--- src/design/gpbc_pkg.sv ---
package gpbc_pkg;
   // register byte offsets on the apb bus
   localparam logic [7:0] OFS_PB_PIN   = 8'h00;
   localparam logic [7:0] OFS_PB_LAT   = 8'h04;
   localparam logic [7:0] OFS_PB_DIR   = 8'h08;
   localparam logic [7:0] OFS_ICTL     = 8'h0C;
   localparam logic [7:0] OFS_ICTL2    = 8'h10;
   localparam logic [7:0] OFS_ICTL3    = 8'h14;
   localparam logic [7:0] OFS_PC_PIN   = 8'h18;
   localparam logic [7:0] OFS_PC_LAT   = 8'h1C;
   localparam logic [7:0] OFS_PC_DIR   = 8'h20;
   localparam logic [7:0] OFS_CFG      = 8'h24;
   // reset values
   localparam logic [7:0] RST_DIR      = 8'hFF;
   localparam logic [7:0] RST_LAT      = 8'h00;
   localparam logic [7:0] RST_ICTL     = 8'h00;
   localparam logic [7:0] RST_ICTL2    = 8'hFF;
   localparam logic [7:0] RST_ICTL3    = 8'hC0;
   localparam logic [7:0] RST_CFG      = 8'h03;
   // interrupt_control_main fields
   localparam int B_CHG_FLAG  = 0;
   localparam int B_X0_FLAG   = 1;
   localparam int B_CHG_EN    = 3;
   localparam int B_X0_EN     = 4;
   // interrupt_control_edge_priority fields
   localparam int B_PU_DIS_N  = 7;
   localparam int B_EDG0      = 6;
   // interrupt_control_external fields (flags 0..2 for irq 1..3)
   localparam int B_X1_FLAG   = 0;
   // configuration register fields
   localparam int B_CC2_SEL   = 0;
   localparam int B_MCU_MODE  = 1;
   localparam int B_LVP_EN    = 2;
   localparam int B_SPROG     = 3;
   // pin positions
   localparam int PIN_CC2_B   = 3;
   localparam int PIN_CC2_C   = 1;
   localparam int PIN_LVP     = 5;
   localparam int PIN_PCLK    = 6;
   localparam int PIN_PDAT    = 7;
   localparam int CHG_LO      = 4;
   // peripheral override bundle for port c
   typedef struct packed {
      logic [7:0] force_out;
      logic [7:0] force_in;
      logic [7:0] data;
   } gpbc_ovr_t;
   // one driven signal with its enable
   typedef struct packed {
      logic oe;
      logic data;
   } gpbc_drv_t;
endpackage : gpbc_pkg

--- src/design/gpbc_top.sv ---
// Chosen here: the APB register port and the placing of the registers.
`timescale 1ns/10ps
// Operation
// RULE_01: port c is eight bidirectional pins, each with its own direction bit.
// RULE_02: direction bit one puts the pin driver in high impedance.
// RULE_03: direction bit zero drives the pin from the output latch.
// RULE_04: the latch register reads back the stored value, not pin levels.
// RULE_05: an enabled peripheral may force a port c pin to output or input.
// RULE_06: peripheral overrides act on the pin only, never on the direction register.
// RULE_07: after power-on every port c pin is a digital input.
// RULE_08: latches kept on other resets; direction resets to all ones on every reset.
// RULE_09: port b bits 0..3 also act as external interrupt inputs 0..3.
// RULE_10: port b bits 4..7 provide interrupt-on-change.
// RULE_11: every port b pin has a software programmable weak pull-up.
// RULE_12: port b bits 5,6,7 serve low-voltage program enable, program clock, data.
// RULE_13: capture/compare 2 sits on b3 when selected outside mcu mode, else c1.
// RULE_14: default select value resolves to c1 because mcu mode resets set.
// RULE_15: b3 used as capture/compare 2 input feeds the capture input.
// RULE_16: c0 timer1 osc out/clock in, c1 osc in/capture_compare_2, c2 capture_compare_1/pwm.
// RULE_17: c3 serial clock, c4 serial data in, c5 serial data out.
// RULE_18: c6 usart transmit or clock, c7 usart receive or data.
// RULE_19: one active-low bit enables all pull-ups; off on outputs and after power-on.
// RULE_20: inputs b4..b7 compared with last-read value; mismatches set change flag.
// RULE_21: any port b access ends mismatch; persisting mismatch keeps setting the flag. Code ends it only on access to the port b pin register.
// RULE_22: software sets direction bits before using b0..b3 as interrupts.
// RULE_23: port registers read pin levels; latch registers read stored values.
// RULE_24: port b direction and latch behave as port c.
module gpbc_top
   import gpbc_pkg::*;
(
   // apb slave
   input  wire logic        pclk,
   input  wire logic        presetn,
   input  wire logic        psel,
   input  wire logic        penable,
   input  wire logic        pwrite,
   input  wire logic [7:0]  paddr,
   input  wire logic [31:0] pwdata,
   input  wire logic [3:0]  pstrb,
   output logic      [31:0] prdata,
   output logic             pready,
   output logic             pslverr,
   // non power-on reset request
   input  wire logic        soft_rst_req,
   // port b pins
   input  wire logic [7:0]  pb_in,
   output logic      [7:0]  pb_out,
   output logic      [7:0]  pb_oe,
   output logic      [7:0]  pb_pullup,
   // port c pins
   input  wire logic [7:0]  pc_in,
   output logic      [7:0]  pc_out,
   output logic      [7:0]  pc_oe,
   // peripheral side
   input  wire gpbc_ovr_t   pc_ovr,
   input  wire gpbc_drv_t   cc2_drv,
   output logic             cc2_in,
   output logic      [7:0]  pc_periph_in,
   output logic      [2:0]  prog_pins
);

   logic [7:0]  pb_meta_reg, pb_sync_reg, pb_prev_reg;
   logic [7:0]  pc_meta_reg, pc_sync_reg;
   logic [7:0]  lat_b_reg, dir_b_reg, lat_c_reg, dir_c_reg;
   logic [7:0]  ictl_reg, ictl2_reg, ictl3_reg, cfg_reg;
   logic [3:0]  snap_reg;
   logic        wr_acc, pb_acc, addr_ok;
   logic [3:0]  mismatch;
   logic        cc2_on_b;
   logic [7:0]  pb_oe_next, pb_out_next, pb_pu_next, pc_oe_next, pc_out_next;
   logic [7:0]  rd_mux;
   logic [3:0]  ext_hit;

   // edge detector, rise selects rising edge
   function automatic logic edge_hit(input logic cur, input logic prev, input logic rise);
      edge_hit = rise ? (cur & ~prev) : (~cur & prev);
   endfunction : edge_hit

   // address decode
   function automatic logic is_mapped(input logic [7:0] a);
      is_mapped = (a == OFS_PB_PIN) || (a == OFS_PB_LAT) || (a == OFS_PB_DIR) ||
                  (a == OFS_ICTL) || (a == OFS_ICTL2) || (a == OFS_ICTL3) ||
                  (a == OFS_PC_PIN) || (a == OFS_PC_LAT) || (a == OFS_PC_DIR) ||
                  (a == OFS_CFG);
   endfunction : is_mapped

   // access phase strobes
   assign addr_ok = is_mapped(paddr);
   assign wr_acc  = psel & penable & pready & pwrite & pstrb[0] & addr_ok;
   assign pb_acc  = psel & penable & pready & (paddr == OFS_PB_PIN);       // [RULE_21]

   // two-flop input synchronisers
   always_ff @(posedge pclk or negedge presetn) begin
      if (!presetn) begin
         pb_meta_reg <= 8'h00;
         pb_sync_reg <= 8'h00;
         pb_prev_reg <= 8'h00;
         pc_meta_reg <= 8'h00;
         pc_sync_reg <= 8'h00;
      end else begin
         pb_meta_reg <= pb_in;
         pb_sync_reg <= pb_meta_reg;
         pb_prev_reg <= pb_sync_reg;
         pc_meta_reg <= pc_in;
         pc_sync_reg <= pc_meta_reg;
      end
   end

   // output latches: cleared only at power-on, kept over other resets
   always_ff @(posedge pclk or negedge presetn) begin
      if (!presetn) begin
         lat_b_reg <= RST_LAT;
         lat_c_reg <= RST_LAT;
      end else if (wr_acc) begin
         if (paddr == OFS_PB_PIN || paddr == OFS_PB_LAT) begin
            lat_b_reg <= pwdata[7:0];                                       // [RULE_04]
         end
         if (paddr == OFS_PC_PIN || paddr == OFS_PC_LAT) begin
            lat_c_reg <= pwdata[7:0];                                       // [RULE_04]
         end
      end
   end

   // direction registers: all ones on every reset, software only
   always_ff @(posedge pclk or negedge presetn) begin
      if (!presetn) begin
         dir_b_reg <= RST_DIR;                                              // [RULE_07]
         dir_c_reg <= RST_DIR;
      end else if (soft_rst_req) begin
         dir_b_reg <= RST_DIR;                                              // [RULE_08]
         dir_c_reg <= RST_DIR;
      end else if (wr_acc) begin
         if (paddr == OFS_PB_DIR) begin
            dir_b_reg <= pwdata[7:0];
         end
         if (paddr == OFS_PC_DIR) begin
            dir_c_reg <= pwdata[7:0];                                       // [RULE_06]
         end
      end
   end

   // pin mode configuration
   always_ff @(posedge pclk or negedge presetn) begin
      if (!presetn) begin
         cfg_reg <= RST_CFG;                                                // [RULE_14]
      end else if (wr_acc && paddr == OFS_CFG) begin
         cfg_reg <= {4'h0, pwdata[3:0]};
      end
   end

   // edge and priority control; pull-up disable bit lives here
   always_ff @(posedge pclk or negedge presetn) begin
      if (!presetn) begin
         ictl2_reg <= RST_ICTL2;                                            // [RULE_19]
      end else if (soft_rst_req) begin
         ictl2_reg <= RST_ICTL2;
      end else if (wr_acc && paddr == OFS_ICTL2) begin
         ictl2_reg <= pwdata[7:0];
      end
   end

   // external interrupt edge events on b0..b3
   always_comb begin
      for (int i = 0; i < 4; i++) begin
         ext_hit[i] = edge_hit(pb_sync_reg[i], pb_prev_reg[i], ictl2_reg[B_EDG0 - i]); // [RULE_09]
      end
   end

   // interrupt-on-change compare against last-read snapshot
   assign mismatch = (pb_sync_reg[7:CHG_LO] ^ snap_reg) & dir_b_reg[7:CHG_LO]; // [RULE_20]

   // snapshot taken on any read or write of the port b pin register
   always_ff @(posedge pclk or negedge presetn) begin
      if (!presetn) begin
         snap_reg <= 4'h0;
      end else if (pb_acc) begin
         snap_reg <= pb_sync_reg[7:CHG_LO];                                 // [RULE_21]
      end
   end

   // main control: change flag and irq 0; set wins over clear
   always_ff @(posedge pclk or negedge presetn) begin
      if (!presetn) begin
         ictl_reg <= RST_ICTL;
      end else if (soft_rst_req) begin
         ictl_reg <= RST_ICTL;
      end else begin
         if (wr_acc && paddr == OFS_ICTL) begin
            ictl_reg <= pwdata[7:0];
         end
         if (|mismatch) begin
            ictl_reg[B_CHG_FLAG] <= 1'b1;                                   // [RULE_10] [RULE_21]
         end
         if (ext_hit[0]) begin
            ictl_reg[B_X0_FLAG] <= 1'b1;                                    // [RULE_09]
         end
      end
   end

   // external control: irq 1..3 flags; set wins over clear
   always_ff @(posedge pclk or negedge presetn) begin
      if (!presetn) begin
         ictl3_reg <= RST_ICTL3;
      end else if (soft_rst_req) begin
         ictl3_reg <= RST_ICTL3;
      end else begin
         if (wr_acc && paddr == OFS_ICTL3) begin
            ictl3_reg <= pwdata[7:0];
         end
         for (int i = 1; i < 4; i++) begin
            if (ext_hit[i]) begin
               ictl3_reg[B_X1_FLAG + i - 1] <= 1'b1;                        // [RULE_09]
            end
         end
      end
   end

   // capture/compare 2 placement
   assign cc2_on_b = cfg_reg[B_CC2_SEL] & ~cfg_reg[B_MCU_MODE];             // [RULE_13]

   // next pin drive for port b
   always_comb begin
      pb_oe_next  = ~dir_b_reg;                                             // [RULE_24]
      pb_out_next = lat_b_reg;
      if (cc2_on_b && cc2_drv.oe) begin
         pb_oe_next[PIN_CC2_B]  = 1'b1;
         pb_out_next[PIN_CC2_B] = cc2_drv.data;
      end
      if (cfg_reg[B_LVP_EN]) begin
         pb_oe_next[PIN_LVP] = 1'b0;                                        // [RULE_12]
      end
      if (cfg_reg[B_SPROG]) begin
         pb_oe_next[PIN_PCLK] = 1'b0;
         pb_oe_next[PIN_PDAT] = 1'b0;
      end
      pb_pu_next = {8{~ictl2_reg[B_PU_DIS_N]}} & ~pb_oe_next;               // [RULE_11] [RULE_19]
      if (cfg_reg[B_LVP_EN]) begin
         pb_pu_next[PIN_LVP] = 1'b0;
      end
   end

   // next pin drive for port c; forced input beats forced output
   always_comb begin
      pc_oe_next  = (~dir_c_reg | pc_ovr.force_out) & ~pc_ovr.force_in;    // [RULE_02] [RULE_05]
      pc_out_next = (lat_c_reg & ~pc_ovr.force_out) | (pc_ovr.data & pc_ovr.force_out); // [RULE_03]
      if (!cc2_on_b && cc2_drv.oe) begin
         pc_oe_next[PIN_CC2_C]  = 1'b1;                                     // [RULE_16]
         pc_out_next[PIN_CC2_C] = cc2_drv.data;
      end
   end

   // registered pin outputs and peripheral inputs
   always_ff @(posedge pclk or negedge presetn) begin
      if (!presetn) begin
         pb_oe        <= 8'h00;
         pb_out       <= 8'h00;
         pb_pullup    <= 8'h00;
         pc_oe        <= 8'h00;                                             // [RULE_07]
         pc_out       <= 8'h00;
         cc2_in       <= 1'b0;
         pc_periph_in <= 8'h00;
         prog_pins    <= 3'h0;
      end else begin
         pb_oe        <= pb_oe_next;
         pb_out       <= pb_out_next;
         pb_pullup    <= pb_pu_next;
         pc_oe        <= pc_oe_next;                                        // [RULE_01]
         pc_out       <= pc_out_next;
         cc2_in       <= cc2_on_b ? pb_sync_reg[PIN_CC2_B] : pc_sync_reg[PIN_CC2_C]; // [RULE_15]
         pc_periph_in <= pc_sync_reg;                                       // [RULE_17] [RULE_18]
         prog_pins    <= pb_sync_reg[PIN_PDAT:PIN_LVP];                     // [RULE_12]
      end
   end

   // read multiplexer
   always_comb begin
      unique case (paddr)
         OFS_PB_PIN: rd_mux = pb_sync_reg;                                  // [RULE_23]
         OFS_PB_LAT: rd_mux = lat_b_reg;                                    // [RULE_04]
         OFS_PB_DIR: rd_mux = dir_b_reg;
         OFS_ICTL:   rd_mux = ictl_reg;
         OFS_ICTL2:  rd_mux = ictl2_reg;
         OFS_ICTL3:  rd_mux = ictl3_reg;
         OFS_PC_PIN: rd_mux = pc_sync_reg;                                  // [RULE_23]
         OFS_PC_LAT: rd_mux = lat_c_reg;
         OFS_PC_DIR: rd_mux = dir_c_reg;
         OFS_CFG:    rd_mux = cfg_reg;
         default:    rd_mux = 8'h00;
      endcase
   end

   // apb answer: ready in the access cycle, data captured at setup
   always_ff @(posedge pclk or negedge presetn) begin
      if (!presetn) begin
         pready  <= 1'b0;
         prdata  <= 32'h0000_0000;
         pslverr <= 1'b0;
      end else begin
         pready  <= psel & ~penable;
         pslverr <= psel & ~penable & ~addr_ok;
         prdata  <= (psel & ~penable & ~pwrite) ? {24'h00_0000, rd_mux} : 32'h0000_0000;
      end
   end
endmodule : gpbc_top

--- config.mk ---
export PLATFORM = sky130hd
export DESIGN_NAME = gpbc_top
export DESIGN_NICKNAME = d
export VERILOG_FILES = /design/src/design/gpbc_pkg.sv /design/src/design/gpbc_top.sv
export SDC_FILE = /design/constraint.sdc
export NUM_CORES = 1
export LEC_CHECK = 0
export BUFFER_PORTS_ARGS = -buffer_cell sky130_fd_sc_hd__buf_2
export CORE_MARGIN = 1
export CORE_UTILIZATION = 47
export CTS_CLUSTER_DIAMETER = 150
export DETAILED_ROUTE_END_ITERATION = 8
export GPL_TIMING_DRIVEN = 0
export MAX_ROUTING_LAYER = met4
export PLACE_DENSITY = 0.81
export SETUP_SLACK_MARGIN = 0.2
export SLEW_MARGIN = 20
export SYNTH_ARGS = -nofsm -noshare
export SYNTH_HDL_FRONTEND = slang
export SYNTH_SLANG_ARGS = --single-unit
--- constraint.sdc ---
create_clock -name pclk -period 1.64 [get_ports pclk]
set_input_delay 0.246 -clock pclk [delete_from_list [all_inputs] [get_ports pclk]]
set_output_delay 0.246 -clock pclk [all_outputs]
set_load 0.005 [all_outputs]
Word-level counts from Yosys, hierarchy flattened
Cells that the tools add are included.
Widths: inputs -> output; s select.
{"block": "totals", "output_inout_bits": 86, "word_cells": 148, "register_bits": 162}
{"block": "classes", "bitwise": 44, "reduce_logical": 34, "mux": 31, "n_eq_ne": 9}
{"operator": "$mux 8", "n": 13}
{"operator": "$pmux 8 s10", "n": 1}
{"operator": "$not 8->8", "n": 5}
{"operator": "$and 8x8->8", "n": 4}
{"operator": "$eq 8x5->1 const B", "n": 4}
{"operator": "$and 1x1->1", "n": 18}
{"operator": "$eq 8x4->1 const B", "n": 2}
{"operator": "$eq 8x6->1 const B", "n": 2}
{"operator": "$mux 1", "n": 16}
{"operator": "$or 8x8->8", "n": 2}
{"operator": "$reduce_bool 3->1", "n": 5}
{"operator": "$not 1->1", "n": 13}
{"operator": "$reduce_bool 2->1", "n": 6}
{"operator": "$logic_or 1x1->1", "n": 10}
{"operator": "$eq 8x3->1 const B", "n": 1}
{"operator": "$logic_not 8->1", "n": 1}
{"operator": "$reduce_and 2->1", "n": 4}
{"operator": "$logic_and 1x1->1", "n": 6}
{"operator": "$and 4x4->4", "n": 1}
{"operator": "$reduce_or 4->1", "n": 1}
{"operator": "$xor 4x4->4", "n": 1}
{"operator": "$mux 2", "n": 1}
{"operator": "$logic_not 1->1", "n": 1}

Logic depth before layout (Yosys ltp)
Gate-level depths: netlist of the first run.
{"block": "logic_depth", "depth_word": 15, "mapped_depth": 7, "ltp_nobuf": 4}

Least setup slack after synthesis of the first run
OpenSTA, ideal clock, no wires.
{"block": "synth_path", "path_type": "input-to-reg", "from": "input paddr[7]", "to": "register cfg_reg[2]", "cell_stages": 7, "path_buffers": 3, "setup_slack_ns": -0.459, "setup_ns": 0.125, "arrival_ns": 1.974, "cell_sequence": "buf_2 or4b_2 clkbuf_1 nor2_1 and3_1 buf_2 mux2_2"}
{"block": "synth_between", "elab_chain_cells": 12}
{"item": "start: declaration", "line": "gpbc_top.sv:37", "rtl": "input wire logic [7:0] paddr,"}
{"item": "$eq 8x3->1 / $logic_not 8->1 (equally long branches)", "line": "gpbc_top.sv:81", "rtl": "is_mapped = (a == OFS_PB_PIN) || (a == OFS_PB_LAT) || (a == OFS_PB_DIR) ||"}
{"item": "$logic_or 1x1->1 (3 in a row)", "line": "gpbc_top.sv:81"}
{"item": "$logic_or 1x1->1 (3 in a row)", "line": "gpbc_top.sv:82", "rtl": "(a == OFS_ICTL) || (a == OFS_ICTL2) || (a == OFS_ICTL3) ||"}
{"item": "$logic_or 1x1->1 (3 in a row)", "line": "gpbc_top.sv:83", "rtl": "(a == OFS_PC_PIN) || (a == OFS_PC_LAT) || (a == OFS_PC_DIR) ||"}
{"item": "$and 1x1->1", "line": "gpbc_top.sv:89", "rtl": "assign wr_acc = psel & penable & pready & pwrite & pstrb[0] & addr_ok;"}
{"item": "$logic_and 1x1->1 (*)", "line": "gpbc_top.sv:146", "rtl": "end else if (wr_acc && paddr == OFS_CFG) begin"}
{"item": "end signal: assignment", "line": "gpbc_top.sv:147", "rtl": "cfg_reg <= {4'h0, pwdata[3:0]};"}
{"item": "end: declaration", "line": "gpbc_top.sv:65", "rtl": "logic [7:0] ictl_reg, ictl2_reg, ictl3_reg, cfg_reg;"}
Mark *: on every way between the ends. The rest lies on a longest branch, timed or not.
A chain may end at the register's enable or synchronous reset.

Worst setup path in the final report of the first run
{"block": "layout_path", "from": "register pready", "to": "register cfg_reg[2]"}
{"block": "layout_between", "elab_chain_cells": 5}
{"item": "start: declaration", "line": "gpbc_top.sv:41", "rtl": "output logic pready,"}
{"item": "start signal: assignment", "line": "gpbc_top.sv:299", "rtl": "pready <= psel & ~penable;"}
{"item": "$and 1x1->1 (4 in a row)", "line": "gpbc_top.sv:89"}
{"item": "$logic_and 1x1->1", "line": "gpbc_top.sv:146"}
No other way between the ends.

==> results of run 1 <==
worst max path at each step:
stage / from / to / slack (ps) / depth (start not counted)
floorplan: paddr[5] / lat_b_reg[0]$_DFFE_PN0P_ / -250 / 5
global placement: presetn / pb_out[4]$_DFF_PN0_ / -1900 / 1
detailed placement: paddr[4] / ictl3_reg[1]$_DFFE_PN0P_ / -1050 / 6
CTS: paddr[5] / lat_c_reg[4]$_DFFE_PN0P_ / 9 / 8
global route: pready$_DFF_PN0_ / cfg_reg[2]$_DFFE_PN0P_ / -50 / 6
finish: pready$_DFF_PN0_ / cfg_reg[2]$_DFFE_PN0P_ / 0.9 / 6
cells in the mapped netlist (all sizes together), types with 9 or more instances:
cell    number
nand3       21
buf         36
clkbuf      12
mux4         9
mux2        37
inv         12
nand2       21
mux2i       25
a21oi       28
dfstp       28
dfrtp      134
o21ai       23
nor2        48
power breakdown:
part,switching [mW],internal [mW],total [mW]
Sequential,0.0459,4.10,4.14
Clock,1.61,2.64,4.25
Combinational,0.381,0.305,0.686
per-layer routing:
layer,routed length (um),vias up,track usage (%)
li1,-,2229,-
met1,7730,2535,35.3
met2,9160,237,43.6
met3,1300,46,6.04
met4,493,0,10.9
met5,0,-,-
metrics by stage:
stage          instances  hold slack [ps]  total power [mW]  area (um2)
2_1_floorplan        542            -49.6              4.46        6770
3_3_place_gp         841              334              4.75        7600
3_5_place_dp         842              250              4.78        7640
4_1_cts              918             33.0              9.09        8930
5_1_grt              925             28.6              9.36        9170
6_report             925             27.5              9.08        9170
layout make-up:
cell class | instances | area (um2)
buffer | 47 | 393
clock buffer | 21 | 460
clock inverter | 11 | 179
fill | 995 | 4290
inverter | 13 | 48.8
multi-input combinational | 319 | 2590
sequential | 162 | 4090
tap | 176 | 220
timing repair buffer | 176 | 1180
cell families after synthesis:
group,count (synthesis),synth area share [%]
compound gates,80,7.28
xor+xnor,4,0.534
buf+inv,61,5.07
flops,162,62.3
mux,71,13.2
other cells,1,0.0571
simple gates,140,11.5
placed cells by master, fill, tap and decap left out, types with 5 or more instances in the layout:
master,n
buf_6,9
nor2_1,44
dfstp_2,27
nand2_1,20
nor4_4,5
buf_2,123
conb_1,24
dfrtp_1,134
a31oi_1,6
and3_1,5
clkbuf_1,7
o21ai_0,14
o21ai_1,5
mux4_2,9
a21oi_1,21
inv_1,12
mux2_2,17
clkbuf_16,18
nand3_1,10
a21oi_2,7
dlygate4sd3_1,24
mux2_4,20
mux2i_1,24
buf_4,43
nand3_2,9
a22o_1,5
buf_12,5
timing repair:
item,in CTS,in global routing
pin swaps,15,14
resized for setup,51,48
hold buffers,24,0
setup endpoints to repair,72,66
cloned,0,0
setup buffers,21,7
endpoints found under the hold margin,85,0
==> results.yml, run 1 <==
outcome:
  status: "finished, final reports clean"
worst_setup_path:
  cp.required_ps: 1960
  cpMostUsedCell: "and3_4"
  arrival_ps: 1960
  cp-end-kind: "flop"
  crit_buf_inv: 2
  max_stage_delay_ps: 360
  crit_fanout: 4
  critPathTopFamily: "simple AND/OR/NAND/NOR gates"
  critPathKind: "reg2reg"
  critPathLaunchType: "flop"
  path_cells: "and3_4 > and4_1 > clkbuf_8 > and3_4 > buf_6 > mux2_4"
  reg2regPathDepth: 6
  cp_slowest_cell: "dfrtp_1"
  ff2ff_setup_slack_ps: 0.9
  rr_endpoint: "cfg_reg[2]$_DFFE_PN0P_"
  timing.rr.start: "pready$_DFF_PN0_"
route:
  first_pass_iters: 5
  via_per_inst: 5.46
  drtIter0Drc: 386
  drc: 0
  wl_per_cell_um: 20.2
  wl_mm: 18.7
  detail-route-antenna-nets: 0
  dr_total_vias: 5047
clocking:
  cts_tree: "yes"
  htree_levels: 4
  clockRootBuffer: "clkbuf_16"
  cts.path.max_buffers: 2
  clk_latency_ps: 440
  cts_sinks: 162
  cts_made_buffers: 17
  clk_pin_slew_ps: 70
synth:
  ys_ff_latch: 162
  syn_inst: 519
  synth_area_leaders: "dfrtp_1 51%, dfstp_2 11%, mux2_2 6.3%"
  postSynthAreaPerCell_um2: 12.6
  ys_seq_area_share_pct: 62.3
  async_flop_share_pct: 100
  yosysUniqueCellTypes: 51
  ys.flop_type: "dfrtp_1"
  yosysWarnings: 0
  synth_area_um2: 6570
  synth_edf_count: 0
  synth_top_area_share_pct: 51.1
  yosys.area.top_type: "dfrtp_1"
place:
  hpwl_mm: 12.1
  dpl_worst_slack_ps: -1050
  gp_congestion: 0.922
  portBuffers: 123
power:
  ir_worst_vdd_mv: 0.803
  p_per_area_nw_per_um2: 990
  p_leak_nw: 4.42
sta:
  rsz0062_at_grt: "true"
  layout_setup_ws_ps: 0.936
  worst_pin_slew_ps: 776
  slew_viol_final: 0
  fin_tns_setup_ps: 0
  fin_crit_ps: 1640
  finalCritPeriodShare_pct: 99.9
  setup_viol: 0
  slew_headroom_pct: 48.2
  fmax_mhz: 610
  skew_ps: 9.90
  finalHoldViolCount: 0
floorplan:
  dieArea_um2: 14400
  die_w_um: 120
  initial_core_util_pct: 48.8
  coreArea_um2: 13500
  num_rows: 42
  ioPinCount: 178
  die_y_um: 120
min_path:
  whs_path_depth: 2
  hold_class: "in2reg"
  holdPathEnd: "pc_oe[1]$_DFF_PN0_"
  hold_path.startpoint: "pc_ovr[9]"
grt:
  antenna_found_initial: 0
  grt_pass1_wl_mm: 28.4
  grt_max_degree: 87
  grt_pass1_vias: 5148
  grt_usage_pct: 27.7
  grt_overflow: 0
layout:
  fin_nets: 828
  antenna_cells: 0
  area_growth_pct: 39.6
  layout-drive-gt1-share_pct: 46.2
  fin_util_pct: 68.1
flow_run:
  cap_violations: 0
(Power assumes the default switching activity.)
==> run 2, diff against run 1 <==
Settings changed: CORE_ASPECT_RATIO set to 1.25, CORE_UTILIZATION 47 to 56, PLACE_DENSITY 0.81 to 0.89.
Clock period 1.64 ns to 2.1 ns, I/O delays scaled along.
==> run 2 against run 1 <==
Against the previous run:
- sequential power decreased by 22%
- flip-flop and latch count unchanged
- sequential share of layout area is 4.1 points higher
- critical endpoint unchanged
- global-route usage rose by 3.8 points
- maximum frequency decreased by 12%
- largest power group is now sequential cells
==> results.yml, run 2 (synthesis results as in run 1) <==
worst_setup_path:
  worstSetupStartpoint: "pready$_DFF_PN0_"
  arrival_ps: 2170
  max_stage_delay_ps: 360
  cp.required_ps: 2410
  critPathLaunchType: "flop"
  timing.rr.start: "pready$_DFF_PN0_"
  cp_slowest_cell: "dfrtp_1"
  cp-end-kind: "flop"
  critPathKind: "reg2reg"
  path_cells: "and3_2 > and4_1 > clkbuf_4 > and3_1 > buf_2 > mux2_2"
  crit_fanout: 9
layout:
  antenna_cells: 0
  fin_cells: 852
  final_common_cell: "dfrtp_1"
  fin_nets: 796
  final_cell_area_um2: 8390
  fin_util_pct: 74.6
  area_growth_pct: 27.8
  layout-drive-gt1-share_pct: 40.0
  layout_common_cells: "134 x dfrtp_1, 127 x buf_2, 46 x nor2_1"
floorplan:
  coreArea_um2: 11200
  ioPinCount: 178
  initial_core_util_pct: 58.4
  die_y_um: 123
  die_w_um: 98.8
  num_rows: 43
  dieArea_um2: 12200
clocking:
  cts.path.max_buffers: 2
  htree_levels: 4
  clk_latency_ps: 420
  cts_made_buffers: 17
  cts_sinks: 162
  clockRootBuffer: "clkbuf_16"
  cts_tree: "yes"
  clk_pin_slew_ps: 60
sta:
  finalCritPeriodShare_pct: 88.7
  slew_headroom_pct: 45.3
  fin_crit_ps: 1860
  fmax_mhz: 537
  worst_pin_slew_ps: 809
  setup_viol: 0
  slew_viol_final: 0
  layout_setup_ws_ps: 238
  finalHoldViolCount: 0
  rsz0062_at_grt: "true"
  skew_ps: 6.79
place:
  dpl_worst_slack_ps: -492
  hpwl_mm: 11.9
  portBuffers: 123
  post_dp_cell_area_um2: 7540
  gp_congestion: 0.914
  dp_cells: 801
route:
  wl_mm: 17.6
  detail-route-antenna-nets: 0
  via_per_inst: 5.93
  drc: 0
  first_pass_iters: 7
  drtIter0Drc: 452
  wl_per_cell_um: 20.7
  dr_total_vias: 5056
min_path:
  hold_class: "in2reg"
  hold_path.startpoint: "pc_in[7]"
power:
  ir_worst_vdd_mv: 0.623
  total_power_mw: 6.92
  p_per_area_nw_per_um2: 825
  p_leak_nw: 4.16
flow_run:
  cap_violations: 0
grt:
  grt_pass1_vias: 5215
  grt_overflow: 0
  grt_max_degree: 101
  grt_pass1_wl_mm: 27.2
  grt_usage_pct: 31.5
  antenna_found_initial: 0
outcome:
  status: "finished, final reports clean"
[run 2: final cells by class]
class                           count  area [um2]
Sequential cell                   162        4090
Fill cell                         730        2850
Multi-Input combinational cell    319        2300
Timing Repair Buffer              144         853
Clock buffer                       22         474
Buffer                             47         314
Tap cell                          135         169
Clock inverter                     10         145
Inverter                           13        48.8
[run 2: per-stage QoR]
stage          hold WS [ps]  TNS, ps
6_report               7.26        0
5_1_grt                2.04        0
4_1_cts               0.172        0
3_5_place_dp            284   -20500
3_3_place_gp            333  -242560
2_1_floorplan          19.4        0
[run 2: what timing repair did]
action | 4_1_cts | 5_1_grt
hold buffers | 15 | 0
gates resized for setup | 5 | 5
setup buffers | 4 | 1
endpoints found under the hold margin | 68 | 0
setup endpoints to repair | 52 | 26
pin swaps | 3 | 3
[run 2: path summary, 6_finish.rpt]
kind | end | slack, ps | depth (start not counted)
worst max-delay path | cfg_reg[2]$_DFFE_PN0P_ | 240 | 6
worst min-delay path | pc_meta_reg[7]$_DFF_PN0_ | 7 | 1
max in group asynchronous | cfg_reg[1]$_DFFE_PN1P_ | 820 | 3
worst max register to register | cfg_reg[2]$_DFFE_PN0P_ | 240 | 6
worst min register to register | pc_sync_reg[1]$_DFF_PN0_ | 350 | 0
min in group asynchronous | pb_sync_reg[7]$_DFF_PN0_ | 420 | 2
[run 2: where the power goes]
| group | internal [mW] | total [mW] | switching (mW) |
|---|---|---|---|
| registers | 3.20 | 3.23 | 0.0352 |
| clock network | 1.98 | 3.22 | 1.24 |
| logic | 0.201 | 0.474 | 0.274 |
| total | 5.38 | 6.92 | 1.55 |
[run 2: worst max-delay path, delay by kind of cell, from the launching register on]
family                 cells  cell delay [ps]
multiplexers               1              360
buffers and inverters      2              410
AND/OR/NAND/NOR            3              620
flip-flops                 1              360
[run 2: metal layers]
layer	wire length, um	vias up	GRT usage (%)
met3	1430	67	6.78
met5	0	-	-
met1	6700	2512	38.2
li1	-	2160	-
met4	742	0	17.1
met2	8770	317	49.8
